File: src/inc/adc_seq_pkg.sv
// constants, register map and state codes of the conversion sequencer
// assumes a 25 MHz system clock and an APB bus with 32-bit data
package adc_seq_pkg;
  localparam int ADDR_W = 8;
  localparam int RES_W = 10;
  localparam int TRIG_W = 5;
  localparam int TRIG_N = 18;

  localparam logic [ADDR_W-1:0] OFS_CTRL0 = 8'h00;
  localparam logic [ADDR_W-1:0] OFS_CTRL1 = 8'h04;
  localparam logic [ADDR_W-1:0] OFS_TRIG = 8'h08;
  localparam logic [ADDR_W-1:0] OFS_RESH = 8'h0c;
  localparam logic [ADDR_W-1:0] OFS_RESL = 8'h10;
  localparam logic [ADDR_W-1:0] OFS_STAT = 8'h14;

  localparam int BIT_EN = 0;
  localparam int BIT_GO = 1;
  localparam int POS_CHAN = 2;
  localparam int BIT_JUST = 7;
  localparam int POS_CLKSEL = 4;
  localparam int POS_PREF = 0;
  localparam int BIT_DONE = 0;
  localparam int BIT_IRQEN = 1;

  localparam logic [5:0] RST_CHAN = 6'h00;
  localparam logic [2:0] RST_CLKSEL = 3'h0;
  localparam logic [1:0] RST_PREF = 2'h0;
  localparam logic [TRIG_W-1:0] RST_TRIG = 5'h00;

  localparam int CLK_NS = 40;
  localparam int FOSC_PER_INSTR = 4;
  localparam int INSTR_NS = CLK_NS * FOSC_PER_INSTR;
  localparam int INSTR_CLKS = (INSTR_NS + CLK_NS - 1) / CLK_NS;
  localparam int CONV_HALF_TADS = 23;
  localparam logic [4:0] LAST_HALF = 5'(CONV_HALF_TADS - 1);

  typedef enum logic [2:0] {
    ST_IDLE = 3'h1,
    ST_DELAY = 3'h2,
    ST_CONV = 3'h4
  } state_t;

  function automatic logic isRcClock(input logic [2:0] sel);
    return sel[1:0] == 2'h3;
  endfunction : isRcClock
endpackage : adc_seq_pkg

File: src/rtl/trigger_sync.sv
// auto-trigger source synchroniser, selector and rising edge detector
// assumes sources come from other on-chip blocks, possibly asynchronous
`timescale 1ns/1ps
module trigger_sync #(
  parameter int N = adc_seq_pkg::TRIG_N
) (
  input wire logic clk,
  input wire logic resetn,
  input wire logic [N-1:0] sources,
  input wire logic [adc_seq_pkg::TRIG_W-1:0] sel,
  output logic pulse
);
  import adc_seq_pkg::*;

  logic [N-1:0] sync1_r;
  logic [N-1:0] sync2_r;
  logic prev_r;
  logic selected;

  always_ff @(posedge clk or negedge resetn) begin
    if (!resetn) begin
      sync1_r <= '0;
      sync2_r <= '0;
    end else begin
      sync1_r <= sources;
      sync2_r <= sync1_r;
    end
  end

  // codes above the source count select nothing
  always_comb begin
    selected = 1'b0;
    if (sel != '0 && int'(sel) <= N) begin
      selected = sync2_r[int'(sel) - 1];
    end
  end

  // changing the selection while the new source is high may give one pulse
  always_ff @(posedge clk or negedge resetn) begin
    if (!resetn) begin
      prev_r <= 1'b0;
      pulse <= 1'b0;
    end else begin
      prev_r <= selected;
      pulse <= selected & ~prev_r;
    end
  end
endmodule : trigger_sync

File: src/rtl/tad_divider.sv
// half bit-period tick generator for the converter
// assumes rcHalfTick is a one-cycle pulse already in the clk domain
`timescale 1ns/1ps
module tad_divider (
  input wire logic clk,
  input wire logic resetn,
  input wire logic run,
  input wire logic [2:0] clkSel,
  input wire logic rcHalfTick,
  output logic halfTick
);
  import adc_seq_pkg::*;

  logic [5:0] cnt_r;
  logic [5:0] halfLast;
  logic [2:0] expo;

  // sel 000,100,001,101,010,110 give Fosc/2 to Fosc/64
  always_comb begin
    expo = {clkSel[1:0], 1'b0} + {2'h0, clkSel[2]};
    halfLast = 6'((7'h01 << expo) - 7'h01);
  end

  always_ff @(posedge clk or negedge resetn) begin
    if (!resetn) begin
      cnt_r <= 6'h00;
      halfTick <= 1'b0;
    end else if (!run) begin
      cnt_r <= 6'h00;
      halfTick <= 1'b0;
    end else if (isRcClock(clkSel)) begin
      cnt_r <= 6'h00;
      halfTick <= rcHalfTick;
    end else if (cnt_r == halfLast) begin
      cnt_r <= 6'h00;
      halfTick <= 1'b1;
    end else begin
      cnt_r <= cnt_r + 6'h01;
      halfTick <= 1'b0;
    end
  end
endmodule : tad_divider

File: src/rtl/adc_conversion_sequencer.sv
// sequencer for a 10-bit successive approximation converter, APB slave
// assumes the analog comparator result compIn is valid one cycle after dacCode
//
// The register offsets and register access over APB were chosen for this implementation.
`timescale 1ns/1ps
module adc_conversion_sequencer (
  input wire logic clk,
  input wire logic resetn,
  input wire logic psel,
  input wire logic penable,
  input wire logic pwrite,
  input wire logic [adc_seq_pkg::ADDR_W-1:0] paddr,
  input wire logic [31:0] pwdata,
  output logic [31:0] prdata,
  output logic pready,
  output logic pslverr,
  input wire logic sleepMode,
  input wire logic [adc_seq_pkg::TRIG_N-1:0] trigSources,
  input wire logic rcHalfTick,
  input wire logic compIn,
  output logic [adc_seq_pkg::RES_W-1:0] dacCode,
  output logic convOn,
  output logic [5:0] chanSel,
  output logic [1:0] refSel,
  output logic wakeRequest
);
  import adc_seq_pkg::*;

  state_t state_r;
  logic enable_r;
  logic go_r;
  logic justify_r;
  logic [2:0] clkSel_r;
  logic [TRIG_W-1:0] trigSel_r;
  logic irqEn_r;
  logic doneFlag_r;
  logic powerDown_r;
  logic [7:0] resH_r;
  logic [7:0] resL_r;
  logic [4:0] halfCnt_r;
  logic [2:0] dlyCnt_r;
  logic [3:0] bitIdx_r;
  logic [31:0] rdMux;
  logic mapped;
  logic halfTick;
  logic trigPulse;
  logic rcSel;
  logic idle;
  logic wrXfer;
  logic wrCtrl0;
  logic swGoSet;
  logic swGoClr;
  logic disableNow;
  logic sleepAbort;
  logic startOk;
  logic complete;
  logic resolveNow;
  logic abortAny;
  logic [15:0] partialPlaced;
  logic [15:0] finalPlaced;

  // unresolved bits take the value of the last converted bit, or zero when none was converted
  function automatic logic [RES_W-1:0] fillPartial(input logic [RES_W-1:0] sar,
                                                   input logic [3:0] idx);
    logic [RES_W-1:0] res;
    logic last;
    res = sar;
    last = 1'b0;
    if (idx < 4'(RES_W)) begin
      if (idx != 4'(RES_W - 1)) begin
        last = sar[idx + 4'h1];
      end
      for (int i = 0; i < RES_W; i++) begin
        if (i <= int'(idx)) begin
          res[i] = last;
        end
      end
    end
    return res;
  endfunction : fillPartial

  // {high, low} byte pair for either justification
  function automatic logic [15:0] placeResult(input logic [RES_W-1:0] res,
                                              input logic right);
    if (right) begin
      return {6'h00, res};
    end
    return {res, 6'h00};
  endfunction : placeResult

  trigger_sync #(
    .N(TRIG_N)
  ) u_trig (
    .clk(clk),
    .resetn(resetn),
    .sources(trigSources),
    .sel(trigSel_r),
    .pulse(trigPulse)
  );

  tad_divider u_tad (
    .clk(clk),
    .resetn(resetn),
    .run(state_r == ST_CONV),
    .clkSel(clkSel_r),
    .rcHalfTick(rcHalfTick),
    .halfTick(halfTick)
  );

  always_comb begin
    rcSel = isRcClock(clkSel_r);
    idle = state_r == ST_IDLE;
    wrXfer = psel & penable & pwrite & pready;
    wrCtrl0 = wrXfer && paddr == OFS_CTRL0;
    // go only counts when enable was already set before this write
    swGoSet = wrCtrl0 & pwdata[BIT_GO] & pwdata[BIT_EN] & enable_r;
    swGoClr = wrCtrl0 & ~pwdata[BIT_GO] & ~idle;
    disableNow = wrCtrl0 & ~pwdata[BIT_EN] & ~idle;
    sleepAbort = sleepMode & ~rcSel & ~idle;
    abortAny = swGoClr | disableNow | sleepAbort;
    startOk = idle & enable_r & ~powerDown_r & (swGoSet | trigPulse)
              & ~(sleepMode & ~rcSel);
    resolveNow = state_r == ST_CONV && halfTick && !halfCnt_r[0]
                 && halfCnt_r >= 5'h02 && halfCnt_r <= 5'h14;
    complete = state_r == ST_CONV && halfTick && halfCnt_r == LAST_HALF
               && !abortAny;
    partialPlaced = placeResult(fillPartial(dacCode, bitIdx_r), justify_r);
    finalPlaced = placeResult(dacCode, justify_r);
  end

  // conversion sequence
  always_ff @(posedge clk or negedge resetn) begin
    if (!resetn) begin
      state_r <= ST_IDLE;
      halfCnt_r <= 5'h00;
      dlyCnt_r <= 3'h0;
    end else begin
      unique case (state_r)
        ST_IDLE: begin
          halfCnt_r <= 5'h00;
          dlyCnt_r <= 3'h0;
          if (startOk) begin
            state_r <= rcSel ? ST_DELAY : ST_CONV;
          end
        end
        ST_DELAY: begin
          dlyCnt_r <= dlyCnt_r + 3'h1;
          if (abortAny) begin
            state_r <= ST_IDLE;
          end else if (dlyCnt_r == 3'(INSTR_CLKS - 1)) begin
            state_r <= ST_CONV;
          end
        end
        ST_CONV: begin
          if (abortAny || complete) begin
            state_r <= ST_IDLE;
          end else if (halfTick) begin
            halfCnt_r <= halfCnt_r + 5'h01;
          end
        end
      endcase
    end
  end

  // successive approximation: trial bit out, comparator decides it
  always_ff @(posedge clk or negedge resetn) begin
    if (!resetn) begin
      dacCode <= '0;
      bitIdx_r <= 4'hf;
    end else if (startOk) begin
      dacCode <= 10'h200;
      bitIdx_r <= 4'(RES_W - 1);
    end else if (resolveNow && bitIdx_r < 4'(RES_W)) begin
      dacCode[bitIdx_r] <= compIn;
      if (bitIdx_r != 4'h0) begin
        dacCode[bitIdx_r - 4'h1] <= 1'b1;
      end
      bitIdx_r <= bitIdx_r - 4'h1;
    end
  end

  // go flag reads busy for the whole conversion
  always_ff @(posedge clk or negedge resetn) begin
    if (!resetn) begin
      go_r <= 1'b0;
    end else if (startOk) begin
      go_r <= 1'b1;
    end else if (complete || abortAny) begin
      go_r <= 1'b0;
    end
  end

  // result registers; a sleep abort, or a disable that writes go as one, leaves them untouched
  always_ff @(posedge clk or negedge resetn) begin
    if (!resetn) begin
      resH_r <= 8'h00;
      resL_r <= 8'h00;
    end else if (complete) begin
      {resH_r, resL_r} <= finalPlaced;
    end else if (swGoClr && state_r == ST_CONV) begin
      {resH_r, resL_r} <= partialPlaced;
    end
  end

  // done flag: completion wins over a clear in the same cycle
  always_ff @(posedge clk or negedge resetn) begin
    if (!resetn) begin
      doneFlag_r <= 1'b0;
    end else if (complete) begin
      doneFlag_r <= 1'b1;
    end else if (wrXfer && paddr == OFS_STAT && pwdata[BIT_DONE]) begin
      doneFlag_r <= 1'b0;
    end
  end

  // sleep power management; enable bit is never touched here
  always_ff @(posedge clk or negedge resetn) begin
    if (!resetn) begin
      powerDown_r <= 1'b0;
      wakeRequest <= 1'b0;
      convOn <= 1'b0;
    end else begin
      if (!sleepMode) begin
        powerDown_r <= 1'b0;
      end else if (!rcSel || (complete && !irqEn_r)) begin
        powerDown_r <= 1'b1;
      end
      wakeRequest <= complete & sleepMode & irqEn_r;
      convOn <= enable_r & ~powerDown_r;
    end
  end

  // software-written configuration
  always_ff @(posedge clk or negedge resetn) begin
    if (!resetn) begin
      enable_r <= 1'b0;
      chanSel <= RST_CHAN;
      justify_r <= 1'b0;
      clkSel_r <= RST_CLKSEL;
      refSel <= RST_PREF;
      trigSel_r <= RST_TRIG;
      irqEn_r <= 1'b0;
    end else if (wrXfer) begin
      unique case (paddr)
        OFS_CTRL0: begin
          enable_r <= pwdata[BIT_EN];
          chanSel <= pwdata[POS_CHAN +: 6];
        end
        OFS_CTRL1: begin
          justify_r <= pwdata[BIT_JUST];
          clkSel_r <= pwdata[POS_CLKSEL +: 3];
          refSel <= pwdata[POS_PREF +: 2];
        end
        OFS_TRIG: trigSel_r <= pwdata[TRIG_W-1:0];
        OFS_STAT: irqEn_r <= pwdata[BIT_IRQEN];
        default: begin
        end
      endcase
    end
  end

  // read mux and zero-wait answer: pready rises in every access phase
  always_comb begin
    rdMux = 32'h0000_0000;
    mapped = 1'b1;
    unique case (paddr)
      OFS_CTRL0: rdMux[7:0] = {chanSel, go_r, enable_r};
      OFS_CTRL1: rdMux[7:0] = {justify_r, clkSel_r, 2'h0, refSel};
      OFS_TRIG: rdMux[TRIG_W-1:0] = trigSel_r;
      OFS_RESH: rdMux[7:0] = resH_r;
      OFS_RESL: rdMux[7:0] = resL_r;
      OFS_STAT: rdMux[1:0] = {irqEn_r, doneFlag_r};
      default: mapped = 1'b0;
    endcase
  end

  always_ff @(posedge clk or negedge resetn) begin
    if (!resetn) begin
      pready <= 1'b0;
      pslverr <= 1'b0;
      prdata <= 32'h0000_0000;
    end else begin
      pready <= psel & ~penable;
      pslverr <= psel & ~penable & ~mapped;
      prdata <= (psel & ~penable & ~pwrite) ? rdMux : 32'h0000_0000;
    end
  end

  // cycles spent converting, counted apart from halfCnt_r so the length check is independent
  logic [9:0] convCycles_r;

  always_ff @(posedge clk or negedge resetn) begin
    if (!resetn) begin
      convCycles_r <= 10'h000;
    end else if (state_r != ST_CONV) begin
      convCycles_r <= 10'h000;
    end else begin
      convCycles_r <= convCycles_r + 10'h001;
    end
  end
endmodule : adc_conversion_sequencer

File: config.mk
export PLATFORM = sky130hd
export DESIGN_NAME = adc_conversion_sequencer
export DESIGN_NICKNAME = d
export VERILOG_FILES = /design/src/inc/adc_seq_pkg.sv /design/src/rtl/trigger_sync.sv /design/src/rtl/tad_divider.sv /design/src/rtl/adc_conversion_sequencer.sv
export SDC_FILE = /design/constraint.sdc
export NUM_CORES = 1
export LEC_CHECK = 0
export BUFFER_PORTS_ARGS = -buffer_cell sky130_fd_sc_hd__buf_4
export CORE_MARGIN = 2
export CORE_UTILIZATION = 51
export CTS_BUF_LIST = sky130_fd_sc_hd__clkbuf_4 sky130_fd_sc_hd__clkbuf_8 sky130_fd_sc_hd__clkbuf_16
export DETAILED_ROUTE_END_ITERATION = 12
export GPL_ROUTABILITY_DRIVEN = 0
export PLACE_DENSITY = 0.85
export RECOVER_POWER = 25
export SYNTH_ARGS = -nofsm -noshare
export SYNTH_HDL_FRONTEND = slang
export SYNTH_HIERARCHICAL = 1
export SYNTH_SLANG_ARGS = --single-unit
File: constraint.sdc
create_clock -name clk -period 2.7 [get_ports clk]
set_input_delay 0.27 -clock clk [delete_from_list [all_inputs] [get_ports clk]]
set_output_delay 0.27 -clock clk [all_outputs]
set_load 0.03 [all_outputs]
======== Word level (Yosys, flattened, before mapping) ========
Cells that the tools add are included.
storage, ports and cells
  register bits ........................... 120
  logic and storage cells ................. 212
  output and inout bits ................... 54
  input bits .............................. 66
operators by class
  reductions and logical operators ........ 37
  order comparisons ....................... 19
  multiplexer cells ....................... 63
  add/subtract/negate cells ............... 8
  shifts and indexed selects .............. 1
  bitwise logic cells ..................... 37
  eq/ne operators ......................... 19
operator list
  kind                 count
  $mux 16              4
  $mux 10              4
  $mux 8               5
  $lt 32x7->1 const B  1
  $mux 1               27
  $and 1x1->1          23
  $mux 6               3
  $eq 8x4->1 const B   2
  $eq 8x5->1 const B   2
  $le 3x4->1 const A   4
  $logic_and 1x1->1    15
  $lt 4x5->1 const B   3
  $mux 3               5
  $pmux 3 s5           1
  $pmux 2 s6           1
  $pmux 3 s4           1
  $reduce_bool 2->1    6
  $bwmux 10            1
  $le 5x5->1 const B   2
  $mux 5               2
  $not 1->1            10
  $or 10x10->10        1
  $pmux 5 s2           1
  $pmux 3 s3           1
  other kinds (40)     59

======== Longest topological paths before layout ========
Gate-level depths: netlist (run 1).
  depth in word-level cells ............... 14
  gate-level depth with buffers ........... 10
  gate-level depth less buffers ........... 7

======== Modules after synthesis ========
Netlist (run 1), hierarchy kept.
modules (own cells, without submodules)
  module                    sequential area each (um^2)  area an instance (um^2)  times used  cells each
  adc_conversion_sequencer  1883.1                       4976.0                   1           547
  trigger_sync              950.9                        1257.5                   1           67
  tad_divider               175.2                        490.5                    1           52

======== Worst setup path after synthesis (run 1) ========
No wires, ideal clock.
  kind .................................... reg2reg
  start point ............................. reg bitIdx_r[0]
  end point ............................... reg resL_r[4]
  stages on the path, launching flop included .. 11
  buffers on the path ..................... 3
  slack ................................... 0.058 ns
  data required time ...................... 2.604 ns
  period minus slack after synthesis ...... 2.642 ns
  library setup time ...................... 0.096 ns
  data arrival time ....................... 2.547 ns
  path through ............................ dfstp_2 -> buf_2 -> buf_2 -> inv_1 -> ha_1 -> clkbuf_1 -> mux4_2 -> nor2_1 -> nor4_1 -> a211oi_1 -> o31ai_1
on the way
  longest elaborated chain between the ends .. 10
  elaborated cells on any way between the ends .. 13
  classes of those cells .................. 1 x add/sub; 2 x order compare; 1 x eq/ne; 9 x mux
RTL lines
  element                       line                             source
  from (decl)                   adc_conversion_sequencer.sv:42   logic [3:0] bitIdx_r;
  from (signal assigned)        adc_conversion_sequencer.sv:172  bitIdx_r <= 4'(RES_W - 1);
  from (signal assigned)        adc_conversion_sequencer.sv:178  bitIdx_r <= bitIdx_r - 4'h1;
  $add 4x1->4                   adc_conversion_sequencer.sv:71   last = sar[idx + 4'h1];
  $bmux 1 s4                    adc_conversion_sequencer.sv:71
  $mux 1 (not written as such)  adc_conversion_sequencer.sv:71
  $mux 1                        adc_conversion_sequencer.sv:70   if (idx != 4'(RES_W - 1)) begin
  $mux 1                        adc_conversion_sequencer.sv:74   if (i <= int'(idx)) begin
  $mux 10 (*)                   adc_conversion_sequencer.sv:69   if (idx < 4'(RES_W)) begin
  $mux 16 (*)                   adc_conversion_sequencer.sv:85   if (right) begin
  $mux 16 (*)                   adc_conversion_sequencer.sv:88   return {res, 6'h00};
  $mux 8 (*)                    adc_conversion_sequencer.sv:200  end else if (swGoClr && state_r == ST_CONV) begin
  $mux 8 (*)                    adc_conversion_sequencer.sv:198  end else if (complete) begin
  to (signal assigned)          adc_conversion_sequencer.sv:199  {resH_r, resL_r} <= finalPlaced;
  to (signal assigned)          adc_conversion_sequencer.sv:201  {resH_r, resL_r} <= partialPlaced;
  to (decl)                     adc_conversion_sequencer.sv:39   logic [7:0] resL_r;
Every way passes the cells marked *; elsewhere a longest branch is shown, timed or not. The select of a mux whose other input is x is not followed.
A chain may end at the register's enable or synchronous reset.

======== Worst setup path after layout (run 1) ========
  start point ............................. reg bitIdx_r[1]
  end point ............................... reg resL_r[6]
on the way
  longest elaborated chain between the ends .. 10
  elaborated cells on any way between the ends .. 13
  classes of those cells .................. 1 x add/sub; 2 x order compare; 1 x eq/ne; 9 x mux
RTL lines
  element                       line
  $add 4x1->4                   adc_conversion_sequencer.sv:71
  $bmux 1 s4                    adc_conversion_sequencer.sv:71
  $mux 1 (not written as such)  adc_conversion_sequencer.sv:71
  $mux 1                        adc_conversion_sequencer.sv:70
  $mux 1                        adc_conversion_sequencer.sv:74
  $mux 10 (*)                   adc_conversion_sequencer.sv:69
  $mux 16                       adc_conversion_sequencer.sv:85
  $mux 16 (*)                   adc_conversion_sequencer.sv:88
  $mux 8 (*)                    adc_conversion_sequencer.sv:200
  $mux 8 (*)                    adc_conversion_sequencer.sv:198
Marked as above.

==> summary.md, run 1 <==
The worst setup path is captured at a flop. The tools report the count of placed standard cells in the final layout, fillers left out as 952. The post-synthesis cell type count came out at 87.

The checks that failed: max-capacitance violations. For the detailed-route DRC error count, the log shows 0. For this run, the top clock speed supported by timing is 392 MHz.

The logs give 0.00642 ns for the largest clock skew in the final design and 30,400 um for the first-pass GRT wire length. The post-route netlist has 22.4% of its cells at a drive strength greater than 1. The starting density of the core was 52.9%; the combined buffer and inverter count along the critical path was 2. Of all nets on the critical path, the largest fanout is 8.

The final-report hold violation count was 0. In this run the post-CTS setup repair buffer count came out at 0. Including well taps, the total number of placed cells is 901.

In this run the remaining antenna-violating nets after routing total 0. STA puts the critical path data required time at 3.00 ns. The final layout contains 846 nets. Start-to-end type of the worst setup path: flop to flop.

The half-perimeter wire length of the detailed placement result is 12,800 um, and the number of violations reported at the end of detailed-routing iteration 0 is 801. The number of storage elements in the synthesis netlist is 120, and the total power of the final layout is 5.03 mW. The max-slew violation count is 0. The post-route clock period utilization was 94.5%.

The run gives 9 as the number of iterations in the first detailed-routing pass. The core footprint was 0.0127 mm2; the number of synthesized flops with an enable pin was 0. The critical path goes through inv_1 -> ha_2 -> mux4_2 -> nor2_1 -> o31ai_1 -> buf_4 -> a221oi_1 -> nor3_1. For the area of the die, the log shows 0.0141 mm2. The run gives 120 as the TritonCTS sink count. The share of the yosys chip area belonging to registers was 44.8%; the die outline width was 119 um.

After detailed routing, the average wire length per cell comes to 19.5 um. Setup violations remaining at the end of the flow were counted as 0. In the synthesized netlist the dominant register cell turns out to be sky130_fd_sc_hd__dfrtp_1.

The slowest stage of the critical path belongs to the cell sky130_fd_sc_hd__dfstp_2. The areal power density over the cells is 609 mW/mm2, and the vertical die dimension is 119 um. The number of fillers in the final layout is 955, and the worst max-slew margin expressed relative to the limit is 0.620%.

During synthesis, Yosys emitted a total of 6 warnings. The number of antenna diodes in the final layout is 0. STA classifies the critical path startpoint as a flop. The run finished, with violations left. In this run the cell area of the synthesized design comes to 0.00672 mm2. The analysis attributes to cell leakage a power of 3.59 nW. Across the VDD grid, the largest voltage drop is 357 uV. After detailed routing, the total wire length is 18,600 um. Synthesis handed over a netlist of 666 instances.

The number of placement rows is 41, and the via density per instance is 6.26. The tools report the initial antenna violation count as 0. The fraction of registers with async set/reset is 100%.

Counting along the longest clock path gives a buffer depth of 2. The count of buffers added on input and output ports is 71. The multi-input combinational cells in the finished layout cover a total of 0.00341 mm2.

In this run the mean area of a mapped cell was 10.1 um2. The via count of the first global-routing pass is 5,886. For the pin with the worst max-slew slack, the measured transition is 1.49 ns. OpenSTA, run right after detailed placement, puts the worst setup slack at 0.250 ns.

The time the final worst path needs with I/O delays and setup came out at 2.55 ns. Across every metal layer, demand over resource in global routing totals 27.3%. The path class of the lowest-slack min-delay path is input pin to flop. Cells fill 65.0% of the core in the end. Setup slack closes at 0.148 ns. For this run, the slowest stage of the critical path takes 0.61 ns.

After clock tree synthesis, the clock-pin slew on the worst setup and hold paths is 0.06 ns. 120 I/O pins were placed. TritonCTS built the clock tree. The kind of cell with the highest combined delay along the critical path is flip-flops.

Summing all flip-flop and latch instances after layout gives 0.00301 mm2. Number of CTS-inserted buffers: 17. The run gives 5,955 as the number of vias in the routed layout. Data on the critical path arrives at its endpoint at 2.85 ns. In this run the clock root is driven by a sky130_fd_sc_hd__clkbuf_16. The synthesis-to-finish area growth is 23.0%. The logs give 0 for the remaining global-route overflow and 61 for the maximum number of pins on one net before global-route repair. The count of maximum capacitance violations is 1.

In this run the number of H-tree levels came out at 4. The later pin in the worst-skew pair is clocked with a latency of 0.42 ns.
-- final timing paths --
| path | startpoint | to | slack (ns) | depth (start not counted) |
|---|---|---|---|---|
| worst max-delay path | bitIdx_r[1]$_DFFE_PN1P_ | resL_r[6]$_DFFE_PN0P_ | 0.15 | 8 |
| worst min-delay path | penable | pready$_DFF_PN0_ | 0.08 | 2 |
| worst max register to register | bitIdx_r[1]$_DFFE_PN1P_ | resL_r[6]$_DFFE_PN0P_ | 0.15 | 8 |
| worst min register to register | u_trig/sync1_r[8]$_DFF_PN0_ | u_trig/sync2_r[8]$_DFF_PN0_ | 0.34 | 0 |
| max in group asynchronous | resetn | resH_r[7]$_DFFE_PN0P_ | 0.93 | 3 |
| min in group asynchronous | resetn | dacCode[4]$_DFFE_PN0P_ | 0.75 | 2 |
-- kinds of logic (layout without fill, tap and decap cells) --
family          count (synthesis)  after routing  share of synthesized area [%]
xor+xnor                       17             17                           2.44
buf+inv                        76            167                           6.29
flops                         120            120                           44.8
mux                            40             40                           7.52
fa+ha+maj                      13             13                           2.42
simple gates                  239            239                           19.1
other cells                     1             24                         0.0558
compound gates                160            160                           17.5
-- repair_timing --
action | in CTS | in global routing
hold endpoints to repair | 73 | 0
gates resized for setup | 0 | 5
endpoints found under the setup margin | 0 | 4
hold buffers | 19 | 0
-- per-stage QoR --
step	area (um2)	hold slack [ns]	TNS, ns
finish	8270	0.0829	0
global placement	7420	0.333	0
CTS	8240	0.0492	0
floorplan	6810	-0.0256	0
global route	8270	0.0705	-0.00502
detailed placement	7420	0.335	0
-- cell type report --
class                      count  area share [%]
inverter                      18           0.817
clock inverter                14            2.36
clock buffer                  18            5.31
multi-input combinational    493            41.2
timing repair buffer         117            11.3
tap                          172            2.60
sequential                   120            36.4
-- cell usage after synthesis, types with 4 or more instances --
master	instances	share of area, %
sky130_fd_sc_hd__nor2b_1	10	0.93
sky130_fd_sc_hd__mux4_1	4	1.6
sky130_fd_sc_hd__nand2_1	61	3.4
sky130_fd_sc_hd__buf_2	14	1.0
sky130_fd_sc_hd__o22ai_1	7	0.65
sky130_fd_sc_hd__nor3_1	17	1.3
sky130_fd_sc_hd__a21oi_1	29	2.2
sky130_fd_sc_hd__buf_4	26	2.9
sky130_fd_sc_hd__a211oi_1	11	1.2
sky130_fd_sc_hd__xnor2_1	9	1.2
sky130_fd_sc_hd__a31oi_1	8	0.74
sky130_fd_sc_hd__nand3_1	25	1.9
sky130_fd_sc_hd__inv_1	17	0.95
sky130_fd_sc_hd__mux2i_1	13	1.9
sky130_fd_sc_hd__nor4_4	4	1.3
sky130_fd_sc_hd__and2_1	5	0.47
sky130_fd_sc_hd__a222oi_1	6	0.89
sky130_fd_sc_hd__ha_1	13	2.4
sky130_fd_sc_hd__mux2_1	11	1.8
sky130_fd_sc_hd__dfstp_2	5	2.0
sky130_fd_sc_hd__o21ai_1	7	0.52
sky130_fd_sc_hd__a211o_1	5	0.65
sky130_fd_sc_hd__a21o_1	4	0.45
sky130_fd_sc_hd__dfrtp_1	115	43
sky130_fd_sc_hd__a32o_1	4	0.60
sky130_fd_sc_hd__o21ai_0	15	1.1
sky130_fd_sc_hd__o21a_1	5	0.56
sky130_fd_sc_hd__o31ai_1	11	1.2
sky130_fd_sc_hd__o211ai_1	4	0.45
sky130_fd_sc_hd__and3_1	7	0.65
sky130_fd_sc_hd__nor2_1	53	3.0
sky130_fd_sc_hd__nor4_1	8	0.74
sky130_fd_sc_hd__clkbuf_1	14	0.78
sky130_fd_sc_hd__mux2_2	11	1.8
sky130_fd_sc_hd__xor2_1	6	0.78
sky130_fd_sc_hd__nand2b_1	9	0.84
sky130_fd_sc_hd__nand4_1	12	1.1
-- power breakdown --
part / internal, mW / leakage [nW] / switching (mW)
logic: 0.217 / 1.77 / 0.375
registers: 1.90 / 1.51 / 0.133
clock network: 1.57 / 0.311 / 0.835
-- placed cells by master (no fill, tap or decap), types with 7 or more instances in the layout --
cell / instances
sky130_fd_sc_hd__dfrtp_1: 115
sky130_fd_sc_hd__buf_4: 76
sky130_fd_sc_hd__nand2_1: 61
sky130_fd_sc_hd__nor2_1: 53
sky130_fd_sc_hd__a21oi_1: 29
sky130_fd_sc_hd__nand3_1: 25
sky130_fd_sc_hd__conb_1: 24
sky130_fd_sc_hd__dlygate4sd3_1: 19
sky130_fd_sc_hd__clkbuf_4: 19
sky130_fd_sc_hd__inv_1: 17
sky130_fd_sc_hd__clkbuf_16: 17
sky130_fd_sc_hd__nor3_1: 16
sky130_fd_sc_hd__o21ai_0: 15
sky130_fd_sc_hd__mux2i_1: 13
sky130_fd_sc_hd__nand4_1: 12
sky130_fd_sc_hd__ha_1: 12
sky130_fd_sc_hd__mux2_2: 11
sky130_fd_sc_hd__o31ai_1: 11
sky130_fd_sc_hd__mux2_1: 11
sky130_fd_sc_hd__nor2b_1: 10
sky130_fd_sc_hd__a211oi_1: 10
sky130_fd_sc_hd__nand2b_1: 9
sky130_fd_sc_hd__xnor2_1: 9
sky130_fd_sc_hd__a31oi_1: 8
sky130_fd_sc_hd__and3_1: 7
sky130_fd_sc_hd__o21ai_1: 7
sky130_fd_sc_hd__o22ai_1: 7
sky130_fd_sc_hd__nor4_1: 7
-- flip-flops by register name, indices dropped and copies added, names as in the netlist, 2 cells and up --
name	count
bitIdx_r	4
chanSel	6
clkSel_r	3
dacCode	10
dlyCnt_r	3
halfCnt_r	5
prdata	8
refSel	2
resH_r	8
resL_r	8
state_r	3
trigSel_r	5
u_tad/cnt_r	6
u_trig/sync1_r	18
u_trig/sync2_r	18
-- routing by layer --
metal | vias to the layer above | wire length (um) | GRT usage [%] | part of all wire (%)
li1 | 2623 | - | - | -
met1 | 2851 | 7020 | 35.1 | 38
met2 | 399 | 8970 | 42.9 | 48
met3 | 82 | 1850 | 7.09 | 9.9
met4 | 0 | 751 | 13.2 | 4.0
met5 | - | 0 | 0 | 0
No activity file was read; power rests on OpenSTA's default activity.
==> inputs of run 2 (changes only) <==
--- a/config.mk
+++ b/config.mk
@@ -6,12 +6,13 @@
 export NUM_CORES = 1
 export LEC_CHECK = 0
 export BUFFER_PORTS_ARGS = -buffer_cell sky130_fd_sc_hd__buf_4
+export CAP_MARGIN = 20
 export CORE_MARGIN = 2
-export CORE_UTILIZATION = 51
-export CTS_BUF_LIST = sky130_fd_sc_hd__clkbuf_4 sky130_fd_sc_hd__clkbuf_8 sky130_fd_sc_hd__clkbuf_16
+export CORE_UTILIZATION = 53
+export CTS_BUF_LIST = sky130_fd_sc_hd__clkbuf_4 sky130_fd_sc_hd__clkbuf_8
 export DETAILED_ROUTE_END_ITERATION = 12
 export GPL_ROUTABILITY_DRIVEN = 0
-export PLACE_DENSITY = 0.85
+export PLACE_DENSITY = 0.87
 export RECOVER_POWER = 25
 export SYNTH_ARGS = -nofsm -noshare
 export SYNTH_HDL_FRONTEND = slang
==> summary.md, run 2 (same netlist as run 1, synthesis figures left out) <==
The flow ran to the end, and the final reports show no timing, DRC or antenna violations. The clock-pin slew on the worst setup and hold paths is 0.08 ns, and the H-tree depth is 4. The remaining global-route overflow is 0, and the number of iterations in the first detailed-routing pass is 7. Entering global routing, the biggest net connects 53 pins. For the tightest hold margin, the log shows 0.0597 ns.

In the routed design, unresolved DRC markers number 0. In this design, the stage delay of the slowest critical-path cell is 0.56 ns. The combined buffer and inverter count along the critical path came out at 1. The floorplan step defined a core boundary enclosing 0.0125 mm2. The insertion delay to the later sink of the worst-skew pair is 0.44 ns, and the number of cells on the critical path is 7. After floorplanning, the core was divided into 41 placement rows. The net count of the finished layout is 845. On the critical path the largest part of the delay comes from compound AO/OA/AOI/OAI gates. The library cells used most frequently in the layout, excluding fill and tap cells, are sky130_fd_sc_hd__dfrtp_1, sky130_fd_sc_hd__buf_4, sky130_fd_sc_hd__nand2_1, sky130_fd_sc_hd__nor2_1, sky130_fd_sc_hd__a21oi_1. The worst pin sits at a relative slew slack of 13.6%.

The initial antenna violation count was 0; the TritonCTS sink count was 120. The via count of the first global-routing pass is 5,793. For the max-slew violation count, the log shows 0. Setup repair after global routing left no endpoint under its margin.

For this design the ratio of total power to cell area is 541 mW/mm2. The average detailed-routed wire length per instance works out to 19.2 um. The logs give 3.48 nW for the leakage power and 17 for the number of CTS-inserted buffers.

The endpoint of the worst hold-timing path was clkSel_r[2]$_DFFE_PN0P_. The tools report the category of the worst setup path capture point as a flop. The count of inserted antenna diode cells was 0; the die outline width was 117 um. The half-perimeter wire length of the detailed placement result is 12,700 um, and the count of antenna-violating nets left after detailed routing is 0. The logs give 900 for the cell count after placement and 939 for the number of fillers in the final layout.

The root buffer cell chosen for the clock tree is sky130_fd_sc_hd__clkbuf_8. The signal on the critical path passes through buf_4 -> ha_1 -> xor2_2 -> a2111oi_4 -> nor4_2 -> a211oi_1 -> o31ai_1. The run gives 2 as the buffer depth of the longest clock path. At the pin with the least slew margin, the transition time is 1.30 ns. For this run, the top clock speed supported by timing is 396 MHz. Once the floorplan was initialized, standard cells occupied 53.7% of the core.

The maximum fanout along the worst path was 13. The tools report the kind of launch point of the worst setup path as a flop. The run gives 27.2% as the global router's overall resource usage. The time the final worst path needs with I/O delays and setup is 2.53 ns, and the worst setup slack for register-to-register paths is 0.17 ns. TritonCTS built the clock tree.

The depth of the most critical reg-to-reg path was 7. The start point of the worst min-delay path is pwdata[6]. Of the cells placed in the final design, the portion with a size suffix greater than 1 is 22.1%.

The startpoint of the worst-slack reg-to-reg timing path was bitIdx_r[0]$_DFFE_PN1P_. The tool flagged a number of max-cap violations equal to 0. The die covers 0.0136 mm2.

The number of vias in the routed layout is 5,960, and the final setup TNS is 0 ns. STA puts the critical path data required time at 3.01 ns. In the final layout, the registers with the most flip-flops are u_trig/sync1_r (18), u_trig/sync2_r (18), dacCode (10). The floorplan step set the die height to 117 um. The first global-routing pass estimated 28,700 um of wire. The worst hold path passes through 2 cells.

Clock skew on the completed layout was measured at 0.0103 ns. The final-report hold violation count is 0, and the number of endpoints failing setup at the final stage is 0. Maximum resistive drop on vdd: 415 uV. Among all stages on the critical path, the largest delay is contributed by sky130_fd_sc_hd__dfstp_2.

The via density per instance was 6.27; the top-level port count was 120. The number of violations reported at the end of detailed-routing iteration 0 was 718. Excluding fillers, the count of instances in the completed layout stands at 951. The tools report the end of the worst register-to-register path as resL_r[4]$_DFFE_PN0P_.

The run gives 18,300 um as the total routed wirelength. The setup path with the least slack is of type flop to flop. Leaving out fill and tap cells, the most frequent cell in the layout is sky130_fd_sc_hd__dfrtp_1. The post-route clock period utilization was 93.5%. The path class of the tightest hold or removal check is input pin to flop. Buffers placed on the I/O ports in this run total 71. The synthesis-to-finish area growth works out to 19.9%.

Data on the critical path arrives at its endpoint at 2.84 ns. Once layout is complete, the utilization of the core stands at 64.4%.
==> run 2: cell types whose count changed in the layout (fill, tap and decap cells not counted), moves of 2 or more <==
cell                        previous run  this run
sky130_fd_sc_hd__clkinv_4              3         5
sky130_fd_sc_hd__clkbuf_8              1        17
sky130_fd_sc_hd__clkinv_2              3         0
sky130_fd_sc_hd__clkbuf_16            17         0
sky130_fd_sc_hd__inv_6                 3         5
==> run 2: what timing repair did <==
action | 4_1_cts | 5_1_grt
setup buffers | 0 | 0
hold buffers | 19 | 0
endpoints found under the hold margin | 65 | 0
setup endpoints to repair | 0 | 4
resized for setup | 0 | 4
==> run 2: metal layers <==
| layer | part of all wire, % | vias up | global-route usage [%] |
|---|---|---|---|
| met2 | 49 | 416 | 45.0 |
| met5 | 0 | - | 0 |
| met3 | 8.9 | 71 | 5.55 |
| li1 | - | 2618 | - |
| met4 | 3.4 | 0 | 11.7 |
| met1 | 39 | 2855 | 35.0 |
==> run 2: power breakdown <==
part | internal (mW) | total (mW) | switching, mW
Clock | 0.933 | 1.74 | 0.810
Combinational | 0.214 | 0.589 | 0.375
Sequential | 1.90 | 2.03 | 0.135
Total | 3.04 | 4.36 | 1.32
==> run 2: cell type report <==
type / count / area (um2) / area share, %
well taps: 172 / 215 / 2.67
inverters: 18 / 67.6 / 0.838
clock inverters: 15 / 193 / 2.39
flip-flops and latches: 120 / 3010 / 37.3
repair buffers: 116 / 925 / 11.5
clock buffers: 17 / 234 / 2.90
multi-input cells: 493 / 3420 / 42.4
==> run 2: stage by stage <==
step	total power [mW]	setup WS, ns	area, um2
after global placement	2.57	0.352	7410
after CTS	4.36	0.195	8030
final	4.36	0.175	8060
after floorplan	2.42	0.0575	6810
after global routing	4.52	0.0228	8060
after detailed placement	2.61	0.213	7410
==> run 2: worst max-delay path by stage <==
stage | slack (ns) | to | start
final | 0.17 | resL_r[4]$_DFFE_PN0P_ | bitIdx_r[0]$_DFFE_PN1P_
after global routing | 0.02 | resL_r[5]$_DFFE_PN0P_ | bitIdx_r[0]$_DFFE_PN1P_
after CTS | 0.19 | resH_r[2]$_DFFE_PN0P_ | bitIdx_r[0]$_DFFE_PN1P_
after detailed placement | 0.21 | resH_r[2]$_DFFE_PN0P_ | bitIdx_r[0]$_DFFE_PN1P_
after global placement | 0.35 | resL_r[4]$_DFFE_PN0P_ | bitIdx_r[0]$_DFFE_PN1P_
after floorplan | 0.06 | resL_r[4]$_DFFE_PN0P_ | bitIdx_r[0]$_DFFE_PN1P_
